--- src/rtl/dssf_params.svh ---
`ifndef DSSF_PARAMS_SVH
`define DSSF_PARAMS_SVH
// ----------------------------------------------------------------
// Device register map
// ----------------------------------------------------------------
`define DSSF_OFS_LSR     8'h00
`define DSSF_OFS_HSR     8'h04
`define DSSF_OFS_LCLR    8'h08
`define DSSF_OFS_HCLR    8'h0C
`define DSSF_OFS_CFG     8'h10
`define DSSF_OFS_CNT     8'h14
`define DSSF_STRIDE      8'h10
`define DSSF_RST_WORD    32'h0000_0000
// ----------------------------------------------------------------
// Field positions
// ----------------------------------------------------------------
`define DSSF_EN_BIT      0
`define DSSF_FLOW_BIT    1
`define DSSF_FE_POS      0
`define DSSF_DME_POS     2
`define DSSF_TE_POS      3
`define DSSF_HT_POS      4
`define DSSF_TC_POS      5
`define DSSF_GRP_BASE(s) ((s) == 0 ? 0 : (s) == 1 ? 6 : (s) == 2 ? 16 : 22)
// ----------------------------------------------------------------
// Timing
// ----------------------------------------------------------------
`define DSSF_CLK_NS      20
`define DSSF_ITEM_NS     40
`define DSSF_ITEM_CYC    ((`DSSF_ITEM_NS + `DSSF_CLK_NS - 1) / `DSSF_CLK_NS)
// ----------------------------------------------------------------
// Host command registers
// ----------------------------------------------------------------
`define DSSF_H_CMD       8'h00
`define DSSF_H_ARG       8'h04
`define DSSF_H_STS       8'h08
`define DSSF_H_LSTS      8'h0C
`define DSSF_H_HSTS      8'h10
`define DSSF_OP_START    3'h1
`define DSSF_OP_SUSPEND  3'h2
`define DSSF_OP_RESUME   3'h3
`define DSSF_OP_CLEAR    3'h4
`define DSSF_OP_STATUS   3'h5
`endif

--- src/rtl/dssf_pkg.sv ---
package dssf_pkg;
   // Stream sequencing
   typedef enum logic [1:0] {S_IDLE, S_RUN, S_DRAIN} dssf_strm_e;
   // Host sequencing
   typedef enum logic [3:0] {
      H_IDLE, H_WR_CNT, H_WR_EN, H_WR_DIS, H_POLL, H_POLL_WAIT,
      H_RD_CNT, H_RD_CNT_WAIT, H_WR_CLR, H_RD_LO, H_RD_LO_WAIT,
      H_RD_HI, H_RD_HI_WAIT
   } dssf_host_e;
   typedef logic [7:0]  dssf_addr_t;
   typedef logic [31:0] dssf_word_t;
endpackage : dssf_pkg

--- src/rtl/dssf_link_if.sv ---
`timescale 1ns/100ps
interface dssf_link_if;
   dssf_pkg::dssf_addr_t bus_addr;
   dssf_pkg::dssf_word_t bus_wdata;
   logic                 bus_wr;
   logic                 bus_rd;
   dssf_pkg::dssf_word_t bus_rdata;
   logic [7:0]           periph_req;
   logic [7:0]           periph_last;
   logic [7:0]           item_ack;

   modport device (
      input  bus_addr, bus_wdata, bus_wr, bus_rd, periph_req, periph_last,
      output bus_rdata, item_ack
   );
   modport host (
      output bus_addr, bus_wdata, bus_wr, bus_rd, periph_req, periph_last,
      input  bus_rdata, item_ack
   );
endinterface : dssf_link_if

--- src/rtl/dssf_stream_dev.sv ---
`timescale 1ns/100ps
`include "dssf_params.svh"
module dssf_stream_dev (
   // Clock and reset
   input  wire logic        core_clk,
   input  wire logic        arst_n,
   // Link to the software end
   dssf_link_if.device      link,
   // Error events from the data path, one per stream
   input  wire logic [7:0]  err_xfer,
   input  wire logic [7:0]  err_direct,
   input  wire logic [7:0]  err_fifo,
   // Stream activity
   output logic [7:0]       stream_active
);

   // ----------------------------------------------------------------
   // Per-stream logic
   // ----------------------------------------------------------------
   logic [31:0] contrib_w [8];
   logic [31:0] cfg_rd_w  [8];
   logic [31:0] cnt_rd_w  [8];
   logic        ack_w     [8];
   logic        act_w     [8];

   genvar g;
   generate
      for (g = 0; g < 8; g++) begin : gs
         localparam logic [7:0] CFG_A =
            8'(`DSSF_OFS_CFG + g * `DSSF_STRIDE);
         localparam logic [7:0] CNT_A =
            8'(`DSSF_OFS_CNT + g * `DSSF_STRIDE);
         localparam logic [7:0] CLR_A =
            (g >= 4) ? `DSSF_OFS_HCLR : `DSSF_OFS_LCLR;
         localparam int         BASE = `DSSF_GRP_BASE(g % 4);

         dssf_pkg::dssf_strm_e st_reg;
         logic                 en_reg;
         logic                 flow_reg;
         logic                 last_reg;
         logic [15:0]          cnt_reg;
         logic [15:0]          half_reg;
         logic [1:0]           item_reg;
         logic [4:0]           flag_reg;
         logic [4:0]           set_w;
         logic [4:0]           clr_w;
         logic                 cfg_wr;
         logic                 cnt_wr;
         logic                 clr_wr;
         logic                 item_done;
         logic                 item_idle;
         logic                 is_last;
         logic                 finish;
         logic                 start_ok;
         logic                 stop_req;

         // Decode and sequencing terms
         assign cfg_wr    = link.bus_wr && (link.bus_addr == CFG_A);
         assign cnt_wr    = link.bus_wr && (link.bus_addr == CNT_A);
         assign clr_wr    = link.bus_wr && (link.bus_addr == CLR_A);
         assign item_done = (item_reg == 2'h1);
         assign item_idle = (item_reg == 2'h0);
         assign is_last   = flow_reg ? last_reg : (cnt_reg == 16'h0001);
         assign stop_req  = cfg_wr && !link.bus_wdata[`DSSF_EN_BIT]
                            && (st_reg == dssf_pkg::S_RUN);
         assign start_ok  = cfg_wr && link.bus_wdata[`DSSF_EN_BIT]
                            && (st_reg == dssf_pkg::S_IDLE)
                            && (link.bus_wdata[`DSSF_FLOW_BIT]
                                || (cnt_reg != 16'h0000));
         assign finish    = (st_reg != dssf_pkg::S_IDLE)
                            && ((item_done && is_last)
                                || (st_reg == dssf_pkg::S_DRAIN
                                    && (item_done || item_idle)));

         // Stream state: run, drain the ongoing item, stop
         always_ff @(posedge core_clk or negedge arst_n) begin
            if (!arst_n) begin
               st_reg <= dssf_pkg::S_IDLE;
            end else if (finish) begin
               st_reg <= dssf_pkg::S_IDLE;
            end else if (start_ok) begin
               st_reg <= dssf_pkg::S_RUN;
            end else if (stop_req) begin
               st_reg <= dssf_pkg::S_DRAIN;
            end
         end

         // Enable bit reads one until the stop has taken effect
         always_ff @(posedge core_clk or negedge arst_n) begin
            if (!arst_n) begin
               en_reg <= 1'b0;
            end else if (finish) begin
               en_reg <= 1'b0;
            end else if (start_ok) begin
               en_reg <= 1'b1;
            end
         end

         // Flow owner, changeable only while idle
         always_ff @(posedge core_clk or negedge arst_n) begin
            if (!arst_n) begin
               flow_reg <= 1'b0;
            end else if (cfg_wr && st_reg == dssf_pkg::S_IDLE) begin
               flow_reg <= link.bus_wdata[`DSSF_FLOW_BIT];
            end
         end

         // Item count: loaded while idle, counts down under own flow
         always_ff @(posedge core_clk or negedge arst_n) begin
            if (!arst_n) begin
               cnt_reg <= 16'h0000;
            end else if (cnt_wr && st_reg == dssf_pkg::S_IDLE) begin
               cnt_reg <= link.bus_wdata[15:0];
            end else if (item_done && !flow_reg) begin
               cnt_reg <= cnt_reg - 16'h0001;
            end
         end

         // Half mark taken from the count at enable
         always_ff @(posedge core_clk or negedge arst_n) begin
            if (!arst_n) begin
               half_reg <= 16'h0000;
            end else if (start_ok) begin
               half_reg <= {1'b0, cnt_reg[15:1]};
            end
         end

         // Item timer and last-item mark from the peripheral
         always_ff @(posedge core_clk or negedge arst_n) begin
            if (!arst_n) begin
               item_reg <= 2'h0;
               last_reg <= 1'b0;
            end else if (st_reg == dssf_pkg::S_RUN && item_idle
                         && link.periph_req[g]) begin
               item_reg <= 2'(`DSSF_ITEM_CYC);
               last_reg <= link.periph_last[g];
            end else if (!item_idle) begin
               item_reg <= item_reg - 2'h1;
            end
         end

         // Flag set and write-one clear; a set wins over a clear
         assign set_w[0] = err_fifo[g];
         assign set_w[1] = err_direct[g];
         assign set_w[2] = err_xfer[g];
         assign set_w[3] = item_done && !flow_reg && (half_reg != 16'h0000)
                           && (cnt_reg - 16'h0001 == half_reg);
         assign set_w[4] = finish;
         assign clr_w[0] = clr_wr && link.bus_wdata[BASE + `DSSF_FE_POS];
         assign clr_w[1] = clr_wr && link.bus_wdata[BASE + `DSSF_DME_POS];
         assign clr_w[2] = clr_wr && link.bus_wdata[BASE + `DSSF_TE_POS];
         assign clr_w[3] = clr_wr && link.bus_wdata[BASE + `DSSF_HT_POS];
         assign clr_w[4] = clr_wr && link.bus_wdata[BASE + `DSSF_TC_POS];

         always_ff @(posedge core_clk or negedge arst_n) begin
            if (!arst_n) begin
               flag_reg <= 5'h00;
            end else begin
               flag_reg <= set_w | (flag_reg & ~clr_w);
            end
         end

         // Place this stream's flags in its status word
         always_comb begin
            contrib_w[g] = `DSSF_RST_WORD;
            contrib_w[g][BASE + `DSSF_FE_POS]  = flag_reg[0];
            contrib_w[g][BASE + `DSSF_DME_POS] = flag_reg[1];
            contrib_w[g][BASE + `DSSF_TE_POS]  = flag_reg[2];
            contrib_w[g][BASE + `DSSF_HT_POS]  = flag_reg[3];
            contrib_w[g][BASE + `DSSF_TC_POS]  = flag_reg[4];
         end

         // Read words and handshakes
         assign cfg_rd_w[g] = {30'h0, flow_reg, en_reg};
         assign cnt_rd_w[g] = {16'h0000, cnt_reg};
         assign ack_w[g]    = item_done;
         assign act_w[g]    = (st_reg != dssf_pkg::S_IDLE);
      end
   endgenerate

   // ----------------------------------------------------------------
   // Status words and read port
   // ----------------------------------------------------------------
   logic [31:0] lsr_w;
   logic [31:0] hsr_w;
   logic [31:0] rdata_next;
   logic [31:0] rdata_reg;

   // Gather streams 0-3 low, 4-7 high
   always_comb begin
      lsr_w = `DSSF_RST_WORD;
      hsr_w = `DSSF_RST_WORD;
      for (int n = 0; n < 4; n++) begin
         lsr_w = lsr_w | contrib_w[n];
         hsr_w = hsr_w | contrib_w[n + 4];
      end
   end

   // Read decode; clear registers and unmapped addresses read zero
   always_comb begin
      rdata_next = `DSSF_RST_WORD;
      if (link.bus_addr == `DSSF_OFS_LSR) begin
         rdata_next = lsr_w;
      end else if (link.bus_addr == `DSSF_OFS_HSR) begin
         rdata_next = hsr_w;
      end
      for (int n = 0; n < 8; n++) begin
         if (link.bus_addr == 8'(`DSSF_OFS_CFG + n * `DSSF_STRIDE)) begin
            rdata_next = cfg_rd_w[n];
         end
         if (link.bus_addr == 8'(`DSSF_OFS_CNT + n * `DSSF_STRIDE)) begin
            rdata_next = cnt_rd_w[n];
         end
      end
   end

   // Read data stand in the cycle after the strobe only
   always_ff @(posedge core_clk or negedge arst_n) begin
      if (!arst_n) begin
         rdata_reg <= `DSSF_RST_WORD;
      end else if (link.bus_rd) begin
         rdata_reg <= rdata_next;
      end else begin
         rdata_reg <= `DSSF_RST_WORD;
      end
   end

   // Pack handshakes and activity
   always_comb begin
      for (int n = 0; n < 8; n++) begin
         link.item_ack[n] = ack_w[n];
         stream_active[n] = act_w[n];
      end
   end

   assign link.bus_rdata = rdata_reg;

endmodule : dssf_stream_dev

--- src/flat_wrapper.sv ---
// flat-port wrapper written by rule: the top's interface ports become plain ports
module dssf_stream_dev_flat 
  (core_clk, arst_n, err_xfer, err_direct, err_fifo, stream_active, link_bus_addr, link_bus_wdata, link_bus_wr, link_bus_rd, link_periph_req, link_periph_last, link_bus_rdata, link_item_ack);
  dssf_link_if link_i ();
  input  wire logic core_clk;
  input  wire logic arst_n;
  input  wire logic [7:0] err_xfer;
  input  wire logic [7:0] err_direct;
  input  wire logic [7:0] err_fifo;
  output logic [7:0] stream_active;
  input wire logic [$bits(link_i.bus_addr)-1:0] link_bus_addr;
  input wire logic [$bits(link_i.bus_wdata)-1:0] link_bus_wdata;
  input wire logic [$bits(link_i.bus_wr)-1:0] link_bus_wr;
  input wire logic [$bits(link_i.bus_rd)-1:0] link_bus_rd;
  input wire logic [$bits(link_i.periph_req)-1:0] link_periph_req;
  input wire logic [$bits(link_i.periph_last)-1:0] link_periph_last;
  output wire logic [$bits(link_i.bus_rdata)-1:0] link_bus_rdata;
  output wire logic [$bits(link_i.item_ack)-1:0] link_item_ack;
  assign link_i.bus_addr = link_bus_addr;
  assign link_i.bus_wdata = link_bus_wdata;
  assign link_i.bus_wr = link_bus_wr;
  assign link_i.bus_rd = link_bus_rd;
  assign link_i.periph_req = link_periph_req;
  assign link_i.periph_last = link_periph_last;
  assign link_bus_rdata = link_i.bus_rdata;
  assign link_item_ack = link_i.item_ack;
  dssf_stream_dev u_core (.core_clk(core_clk), .arst_n(arst_n), .link(link_i), .err_xfer(err_xfer), .err_direct(err_direct), .err_fifo(err_fifo), .stream_active(stream_active));
endmodule
--- config.mk ---
export PLATFORM = sky130hd
export DESIGN_NAME = dssf_stream_dev_flat
export DESIGN_NICKNAME = d
export VERILOG_FILES = /design/src/rtl/dssf_pkg.sv /design/src/rtl/dssf_link_if.sv /design/src/rtl/dssf_stream_dev.sv /design/src/flat_wrapper.sv
export VERILOG_INCLUDE_DIRS = /design/src /design/src/rtl
export SDC_FILE = /design/constraint.sdc
export NUM_CORES = 1
export LEC_CHECK = 0
export BUFFER_PORTS_ARGS = -buffer_cell sky130_fd_sc_hd__buf_2
export CAP_MARGIN = 20
export CORE_MARGIN = 1
export CORE_UTILIZATION = 59
export DETAILED_ROUTE_END_ITERATION = 6
export PLACE_DENSITY = 0.83
export SYNTH_ARGS = -nofsm -noshare
export SYNTH_HDL_FRONTEND = slang
export SYNTH_SLANG_ARGS = --single-unit
--- constraint.sdc ---
create_clock -name core_clk -period 3.8 [get_ports core_clk]
set_input_delay 0.19 -clock core_clk [delete_from_list [all_inputs] [get_ports core_clk]]
set_output_delay 0.19 -clock core_clk [all_outputs]
set_load 0.03 [all_outputs]
* Word level (Yosys, flattened, before mapping)
Index checks and enable logic that the tools add are counted.
Storage, ports and cells: bits in latches 0, output and inout port bits 48, bits in registers 376, memories 0, ROM bits 0, logic and storage cells 553, bits in writable memories 0
Cells by class: mux-type cells 99, bitwise logic cells 30, div/mod/pow operators 0, multipliers 0, add/subtract/negate cells 16, equal/unequal tests 67, reductions and logical operators 276, shift-type cells 0, order comparisons 0
Operators with widths (count):
- two-way mux 32 bit | 19
- two-way mux 16 bit | 16
- nonzero test 16 bit | 16
- logical AND 1 bit | 178
- equality test 16 x 1 -> 1 bit (second input constant) | 8
- equality test 16 x 15 -> 1 bit | 8
- subtractor 16 x 1 -> 16 bit (second input constant) | 8
- two-way mux 2 bit | 40
- equality test 8 x 7 -> 1 bit (second input constant) | 8
- bitwise OR 32 x 22 -> 32 bit | 2
- bitwise OR 32 x 28 -> 32 bit | 2
- nonzero test 2 bit | 24
- bitwise AND 5 bit | 8
- NOT 5 bit | 8
- bitwise OR 5 bit | 8
- equality test 2 x 1 -> 1 bit (second input constant) | 16
- equality test 8 x 6 -> 1 bit (second input constant) | 4
- zero test 2 bit | 16
- logical OR 1 bit | 24
- two-way mux 1 bit | 24
- bitwise OR 6 x 12 -> 12 bit | 2
- nonzero test 3 bit | 8
- equality test 2 bit (second input constant) | 8
- equality test 8 x 4 -> 1 bit (second input constant) | 2
- 7 further kinds | 31

* Longest topological paths before layout
Gate-level depths: netlist of run 1.
depth after elaboration 22, mapped depth 10, gate-level depth less buffers 8

* Worst setup path before layout of run 1
OpenSTA, ideal clock, no wires.
kind reg-to-reg, from register u_core.gs[7].cnt_reg[0], to register u_core.gs[7].flag_reg[3], stages on the path, launching flop included 10, data required time 3708 ps, buffers on the path 1, arrival time 2655 ps, setup slack 1053 ps, clock period less this slack 2747 ps, cell sequence dfrtp_1 > buf_2 > inv_1 > ha_1 > nor3b_2 > and3_1 > xnor2_1 > or4_1 > or4b_1 > o31ai_2
On the way: word-level cells in the longest chain between the ends 4
RTL lines:
- start, declared | RTL line dssf_stream_dev.sv:41 | logic [15:0] cnt_reg;
- start signal, assigned | RTL line dssf_stream_dev.sv:113 | cnt_reg <= link.bus_wdata[15:0];
- start signal, assigned | RTL line dssf_stream_dev.sv:115 | cnt_reg <= cnt_reg - 16'h0001;
- subtractor 16 x 1 -> 16 bit | RTL line dssf_stream_dev.sv:147 | && (cnt_reg - 16'h0001 == half_reg);
- equality test 16 x 15 -> 1 bit | RTL line dssf_stream_dev.sv:147
- logical AND 1 bit | RTL line dssf_stream_dev.sv:147
- bitwise OR 5 bit | RTL line dssf_stream_dev.sv:159 | flag_reg <= set_w | (flag_reg & ~clr_w);
- end signal, assigned | RTL line dssf_stream_dev.sv:159
- end, declared | RTL line dssf_stream_dev.sv:44 | logic [4:0] flag_reg;
Every way passes these cells. A chain may end at the register's enable or synchronous reset.

* Worst setup path after layout of run 1
from register u_core.gs[7].cnt_reg[1], to register u_core.gs[7].flag_reg[3]
The elaborated chain is that of the path after synthesis.

==> qor.txt, run 1 <==
Status -> complete, no violations
CP bufs+invs -> 1
Tot Pwr -> 0.0129 W
Critical Path Stages -> 8
Yosys top cell by area -> dfrtp_1
Final WS setup -> 0.649 ns
Routability Congestion -> 1.01
Post-CTS Resized -> 0
Max FFs per register -> 128
Final WL -> 72400 microns
RSZ-0062 raised after global routing -> false
Antenna violations before repair -> 2
Hold WC Path Type -> in2reg
Leakage -> 10.3 nW
First-pass GRT wire length -> 113000 microns
Post-CTS Setup Inserts -> 0
Reg2reg start -> u_core.gs[7].cnt_reg[1]$_DFFE_PN0P_
Die width -> 199 microns
F_max -> 0.317 GHz
Arrival time worst endpoint -> 3.63 ns
Largest cells by area after synthesis -> dfrtp_1 40%, mux2_2 6.5%, xnor2_1 5.8%
Nets -> 2715
Final Cycle Share -> 82.9%
Num CTS Buffers -> 40
Setup_tns -> 0 ns
Clock transition at path regs -> 0.06 ns
Worst Path Required -> 4.28 ns
Vias in the first global route -> 19744
DR DRC count -> 0
Worst R2R End -> u_core.gs[7].flag_reg[3]$_DFF_PN0_
H-tree Lvls -> 2
Post-DR vias/cell -> 6.54
DP HPWL -> 50100 microns
Mapped Area -> 22900 sq um
Cells after synthesis -> 2527
Clock sinks -> 370
Die height -> 199 microns
Unique masters post-synth -> 87
Clk buf depth -> 3
R2R cell count -> 8
Standard-cell rows -> 71
Setup crit end -> u_core.gs[7].flag_reg[3]$_DFF_PN0_
Cell Pwr Density -> 504 nW/um^2
Final Cell Area -> 25700 sq um
Post-synth EDFFs -> 0
DRT iter0 DRCs -> 2415
Critical path class -> reg2reg
GRT Total Usage -> 37.4%
Final Critical Period -> 3.15 ns
Crit. Startpoint -> u_core.gs[7].cnt_reg[1]$_DFFE_PN0P_
Initial Utilization -> 60.3%
Count leader, synth -> dfrtp_1
Post-synth top flop -> dfrtp_1
Top-area cell type share of the netlist area -> 40.5%
PortBufs -> 119
Clk_skew -> 0.0189 ns
YS warnings -> 0
Final Hold Viols -> 0
Post-Place Cell Area -> 23700 sq um
Crit-path leading delay family -> simple AND/OR/NAND/NOR gates
Slowest cell on crit path -> or4b_1
Largest net degree at the start of global routing -> 104
Crit path capture type -> register
Area Overhead vs Synth -> 12.1%
Final Max Tran Viols -> 0
Synthesized area per cell -> 9.06 sq um
Least-Margin Pin Slew -> 1.08 ns
Num ports -> 132
Register area share after synthesis -> 40.5%
Share of cells above drive strength 1 -> 15.9%
Flop-to-flop setup slack -> 0.65 ns
Worst Path Max Fanout -> 9
Fin util -> 67.7%
Global route overflow -> 0
DRT Pass-1 Iters -> 7
Hold buffers post-CTS -> 61
Post-route ant nets -> 0
Skew-Pair Late Insertion Delay -> 0.57 ns
Commonest cells post-synth -> 370 x dfrtp_1, 289 x nor2_1, 203 x nand2_1
CP max stage delay -> 0.57 ns
Crit path cell chain -> inv_1 > ha_1 > nor3b_2 > and3_1 > xnor2_1 > or4_1 > or4b_1 > o31ai_2
Setup WS pre-CTS -> 0.704 ns
Max-slew headroom -> 27.3%
Crit path launch type -> register
Fraction of registers with async set/reset -> 100%
Die area -> 39600 sq um
Maximum vdd drop -> 0.389 mV
WL per Instance -> 23.1 microns
Vias -> 20506
CTS root buffer -> clkbuf_16
# setup viols final -> 0
Max_cap viols -> 0
Core Box Area -> 37900 sq um
TritonCTS clock tree -> yes
FF+latch count, synth -> 370
-- placed cells by master, fill, tap and decap left out, types with 15 or more instances in the layout --
master	instances
dfrtp_1	370
nor2_1	289
nand2_1	203
a21oi_1	184
xnor2_1	151
mux2_2	132
buf_2	118
xor2_1	116
o21ai_0	78
nor3_1	70
nand3_1	67
inv_1	61
dlygate4sd3_1	61
nor4_1	58
buf_4	48
clkbuf_16	41
nand4_1	40
a22oi_1	39
a21o_1	36
ha_1	36
a31oi_1	28
nor2b_1	25
o22a_1	19
and3_1	17
a211oi_1	17
or4_1	15
o22ai_1	15
nand2b_1	15
nor3b_1	15
-- cell families (layout without fill, tap and decap cells) --
family / after synthesis / after routing / synth area share, %
AO/OA/AOI/OAI: 512 / 512 / 14.2
buffers and inverters: 271 / 362 / 5.00
multiplexers: 152 / 152 / 7.86
XOR/XNOR: 267 / 267 / 10.2
adder cells (fa/ha/maj): 36 / 36 / 1.97
other: 1 / 7 / 0.0164
AND/OR/NAND/NOR: 918 / 918 / 20.3
flip-flops: 370 / 370 / 40.5
-- worst min-delay path, stage by stage --
cell and delay (ns):
buf_2 0.11, nand4b_1 0.09, mux2_2 0.15
-- power by group --
group	total, W	switching, W	internal, W
clock network	0.00416	0.00167	0.00249
registers	0.00545	0.000996	0.00445
logic	0.00333	0.00189	0.00144
-- metrics by stage --
stage          cells  hold slack [ns]
6_report        3135           0.0197
5_1_grt         3134           0.0195
3_5_place_dp    3001            0.273
2_1_floorplan   2532           -0.106
3_3_place_gp    3001            0.258
4_1_cts         3132          0.00270
-- how the worst min path moves through the flow --
stage | from | to | slack [ns] | cells after the start
final | link_periph_req[2] | u_core.gs[2].last_reg$_DFFE_PN0P_ | 0.02 | 3
after global routing | link_periph_req[2] | u_core.gs[2].last_reg$_DFFE_PN0P_ | 0.02 | 3
after CTS | link_periph_req[2] | u_core.gs[2].last_reg$_DFFE_PN0P_ | 0.003 | 3
after detailed placement | arst_n | u_core.gs[4].half_reg[11]$_DFFE_PN0P_ | 0.27 | 1
after global placement | arst_n | u_core.gs[4].half_reg[11]$_DFFE_PN0P_ | 0.26 | 1
after floorplan | arst_n | u_core.gs[0].cnt_reg[0]$_DFFE_PN0P_ | -0.11 | 0
-- metal layers --
metal	vias to the layer above	wire length [microns]	GRT usage [%]
li1	9041	-	-
met3	264	7540	8.48
met5	-	0	0
met1	10038	27900	49.1
met2	1163	33000	58.4
met4	0	3860	18.4
-- cell type report --
| class | instances | area (sq um) |
|---|---|---|
| clock buffers | 56 | 1170 |
| flip-flops and latches | 370 | 9260 |
| well taps | 511 | 639 |
| repair buffers | 231 | 1630 |
| clock inverters | 14 | 203 |
| inverters | 61 | 229 |
| diodes | 1 | 2.50 |
| fillers | 2953 | 12300 |
| multi-input cells | 1891 | 12500 |
(Power assumes the default switching activity.)
==> run 2: changes to the inputs <==
--- a/config.mk
+++ b/config.mk
@@ -9,9 +9,9 @@
 export BUFFER_PORTS_ARGS = -buffer_cell sky130_fd_sc_hd__buf_2
 export CAP_MARGIN = 20
 export CORE_MARGIN = 1
-export CORE_UTILIZATION = 59
+export CORE_UTILIZATION = 56
 export DETAILED_ROUTE_END_ITERATION = 6
-export PLACE_DENSITY = 0.83
+export PLACE_DENSITY = 0.82
 export SYNTH_ARGS = -nofsm -noshare
 export SYNTH_HDL_FRONTEND = slang
 export SYNTH_SLANG_ARGS = --single-unit
==> constraint.sdc (replaced) <==
create_clock -name core_clk -period 2.8 [get_ports core_clk]
set_input_delay 0.14 -clock core_clk [delete_from_list [all_inputs] [get_ports core_clk]]
set_output_delay 0.14 -clock core_clk [all_outputs]
set_load 0.03 [all_outputs]
==> qor.txt, run 2 (synthesized netlist as in run 1, its figures left out) <==
Status -> complete, no violations
Num ports -> 132 (unchanged)
Most frequent cells in the layout -> 370 x dfrtp_1, 289 x nor2_1, 203 x nand2_1
Routability Congestion -> 1.01 (+0.25%)
Post-DR vias/cell -> 6.41 (-2.0%)
Worst Path Max Fanout -> 6 (-3)
Vias in the first global route -> 20329 (+3.0%)
Final Hold Viols -> 0 (unchanged)
# setup viols final -> 0 (unchanged)
Nets -> 2818 (+3.8%)
Initial Utilization -> 57.2% (-3.1 points)
Clock sinks -> 370 (unchanged)
DR DRC count -> 0 (unchanged)
Hold WC Path Type -> in2reg
Critical path class -> reg2reg
Final Max Tran Viols -> 0 (unchanged)
Final WL -> 74800 microns (+3.3%)
Worst Path Required -> 3.24 ns (-1.04 ns)
Max FFs per register -> 128 (unchanged)
Comb pwr share -> 30.7% (+5.0 points)
Most frequent CP cell -> or4_1
Die width -> 204 microns (+2.6%)
Cell Pwr Density -> 663 nW/um^2 (+32%)
Largest net degree at the start of global routing -> 79 (-24%)
Final Cycle Share -> 95.6% (+13 points)
Num CTS Buffers -> 40 (unchanged)
TritonCTS clock tree -> yes
F_max -> 0.374 GHz (+18%)
Final Critical Period -> 2.68 ns (-0.474 ns)
Clk pwr share -> 29.0% (-3.1 points)
Skew-Pair Late Insertion Delay -> 0.56 ns (about the same)
Vias -> 20856 (+1.7%)
Max-slew headroom -> 45.2% (+18 points)
Global route overflow -> 0 (unchanged)
Slowest cell on crit path -> or4_1
CTS root buffer -> clkbuf_16
Psw -> 0.00625 W (+37%)
Cell Int Power -> 0.0113 W (+34%)
Crit path launch type -> register
Die area -> 41700 sq um (+5.3%)
Filler cell count -> 3116 (+5.5%)
GRT Total Usage -> 36.2% (-1.2 points)
Switch share -> 35.7% (+0.48 points)
Clock transition at path regs -> 0.06 ns (about the same)
Leakage -> 10.7 nW (+4.3%)
RSZ-0062 raised after global routing -> false
First-pass GRT wire length -> 116000 microns (+2.8%)
Reg power frac -> 40.3% (-1.8 points)
Core Box Area -> 40000 sq um (+5.5%)
DP HPWL -> 53700 microns (+7.2%)
DRT iter0 DRCs -> 2374 (-1.7%)
Crit path capture type -> register
Antenna violations before repair -> 6 (+4)
Crit path cell chain -> buf_4 > or4_1 > nor4b_1 > a31o_2 > a211oi_1 > or4_1 > o41ai_1
DRT Pass-1 Iters -> 5 (-2)
Clk_skew -> 0.0153 ns (-0.00359 ns)
CP max stage delay -> 0.62 ns (+0.05 ns)
Hold Crit Start -> link_bus_wdata[2]
Maximum vdd drop -> 0.559 mV (+44%)
Die height -> 204 microns (+2.6%)
PortBufs -> 119 (unchanged)
H-tree Lvls -> 2 (unchanged)
Arrival time worst endpoint -> 3.12 ns (-0.51 ns)
Least-Margin Pin Slew -> 0.822 ns (-0.259 ns)
Reg2reg start -> u_core.gs[0].cnt_reg[0]$_DFFE_PN0P_
Share of cells above drive strength 1 -> 18.8% (+2.9 points)
Standard-cell rows -> 73 (+2.8%)
Post-CTS Setup Inserts -> 0 (unchanged)
Fin util -> 66.0% (-1.6 points)
Crit. Startpoint -> u_core.gs[0].cnt_reg[0]$_DFFE_PN0P_
Area Overhead vs Synth -> 15.4%
WL per Instance -> 23.0 microns (-0.41%)
Max_cap viols -> 0 (unchanged)
Post-route ant nets -> 0 (unchanged)
Setup_tns -> 0 ns (unchanged)
CP bufs+invs -> 1 (unchanged)
Clk buf depth -> 3 (unchanged)
Most common cell after layout, fill and taps aside -> dfrtp_1
Crit-path leading delay family -> simple AND/OR/NAND/NOR gates
run 2: cell count changes in the layout (fill, tap and decap cells not counted), moves of 3 or more:
cell,before,now
buf_4,48,142
dlygate4sd3_1,61,64
buf_12,2,9
clkbuf_8,9,5
clkbuf_1,6,14
bufinv_16,5,1
run 2: timing repair:
item | CTS | global route
setup endpoints to repair | 0 | 16
resized for setup | 0 | 4
hold buffers | 64 | 0
endpoints found under the hold margin | 123 | 0
run 2: worst paths after layout:
kind	end	slack [ns]	depth (start not counted)
worst max-delay path	u_core.gs[0].flag_reg[3]$_DFF_PN0_	0.12	7
worst min-delay path	u_core.gs[5].cnt_reg[2]$_DFFE_PN0P_	0.03	3
worst max register to register	u_core.gs[0].flag_reg[3]$_DFF_PN0_	0.12	7
worst min register to register	u_core.gs[7].flag_reg[4]$_DFF_PN0_	0.48	1
max in group asynchronous	u_core.gs[1].cnt_reg[6]$_DFFE_PN0P_	1.78	3
min in group asynchronous	u_core.gs[4].half_reg[12]$_DFFE_PN0P_	0.17	2
run 2: layer usage:
layer / part of all wire (%) / vias up / wire (microns) / track usage (%)
met3: 9.7 / 246 / 7290 / 7.70
li1: - / 9256 / - / -
met2: 47 / 1114 / 35000 / 58.1
met1: 38 / 10234 / 28700 / 46.1
met5: 0.055 / - / 41 / 0
met4: 5.1 / 6 / 3820 / 18.3
run 2: final cells by class:
class | instances | area (sq um) | area share, %
diodes | 2 | 5.00 | 0.0189
clock buffers | 60 | 1150 | 4.34
clock inverters | 9 | 77.6 | 0.294
inverters | 61 | 229 | 0.867
multi-input cells | 1891 | 12500 | 47.5
flip-flops and latches | 370 | 9260 | 35.1
well taps | 525 | 657 | 2.49
repair buffers | 334 | 2490 | 9.44
run 2: per-stage QoR:
stage	cell area [sq um]	cells	worst slack, ns	total power, W	hold slack (ns)
floorplan	22900	2532	0.0528	0.0105	-0.156
global placement	24500	3117	0.148	0.0120	0.190
detailed placement	24500	3117	0.0925	0.0122	0.191
CTS	26400	3250	0.0730	0.0174	0.00971
global route	26400	3252	0.0198	0.0183	0.0391
finish	26400	3252	0.123	0.0175	0.0284
run 2: tightest hold or removal path: stages:
cell and delay (ns):
buf_2 0.25, nand2_1 0.10, o21ai_0 0.06
run 2: power groups by stage:
| stage | Combinational, W | Clock (W) | Sequential [W] |
|---|---|---|---|
| after floorplan | 0.00398 | 0 | 0.00652 |
| after global placement | 0.00493 | 0 | 0.00705 |
| after detailed placement | 0.00512 | 0 | 0.00710 |
| after CTS | 0.00526 | 0.00512 | 0.00702 |
| after global routing | 0.00584 | 0.00533 | 0.00714 |
| final | 0.00538 | 0.00508 | 0.00706 |
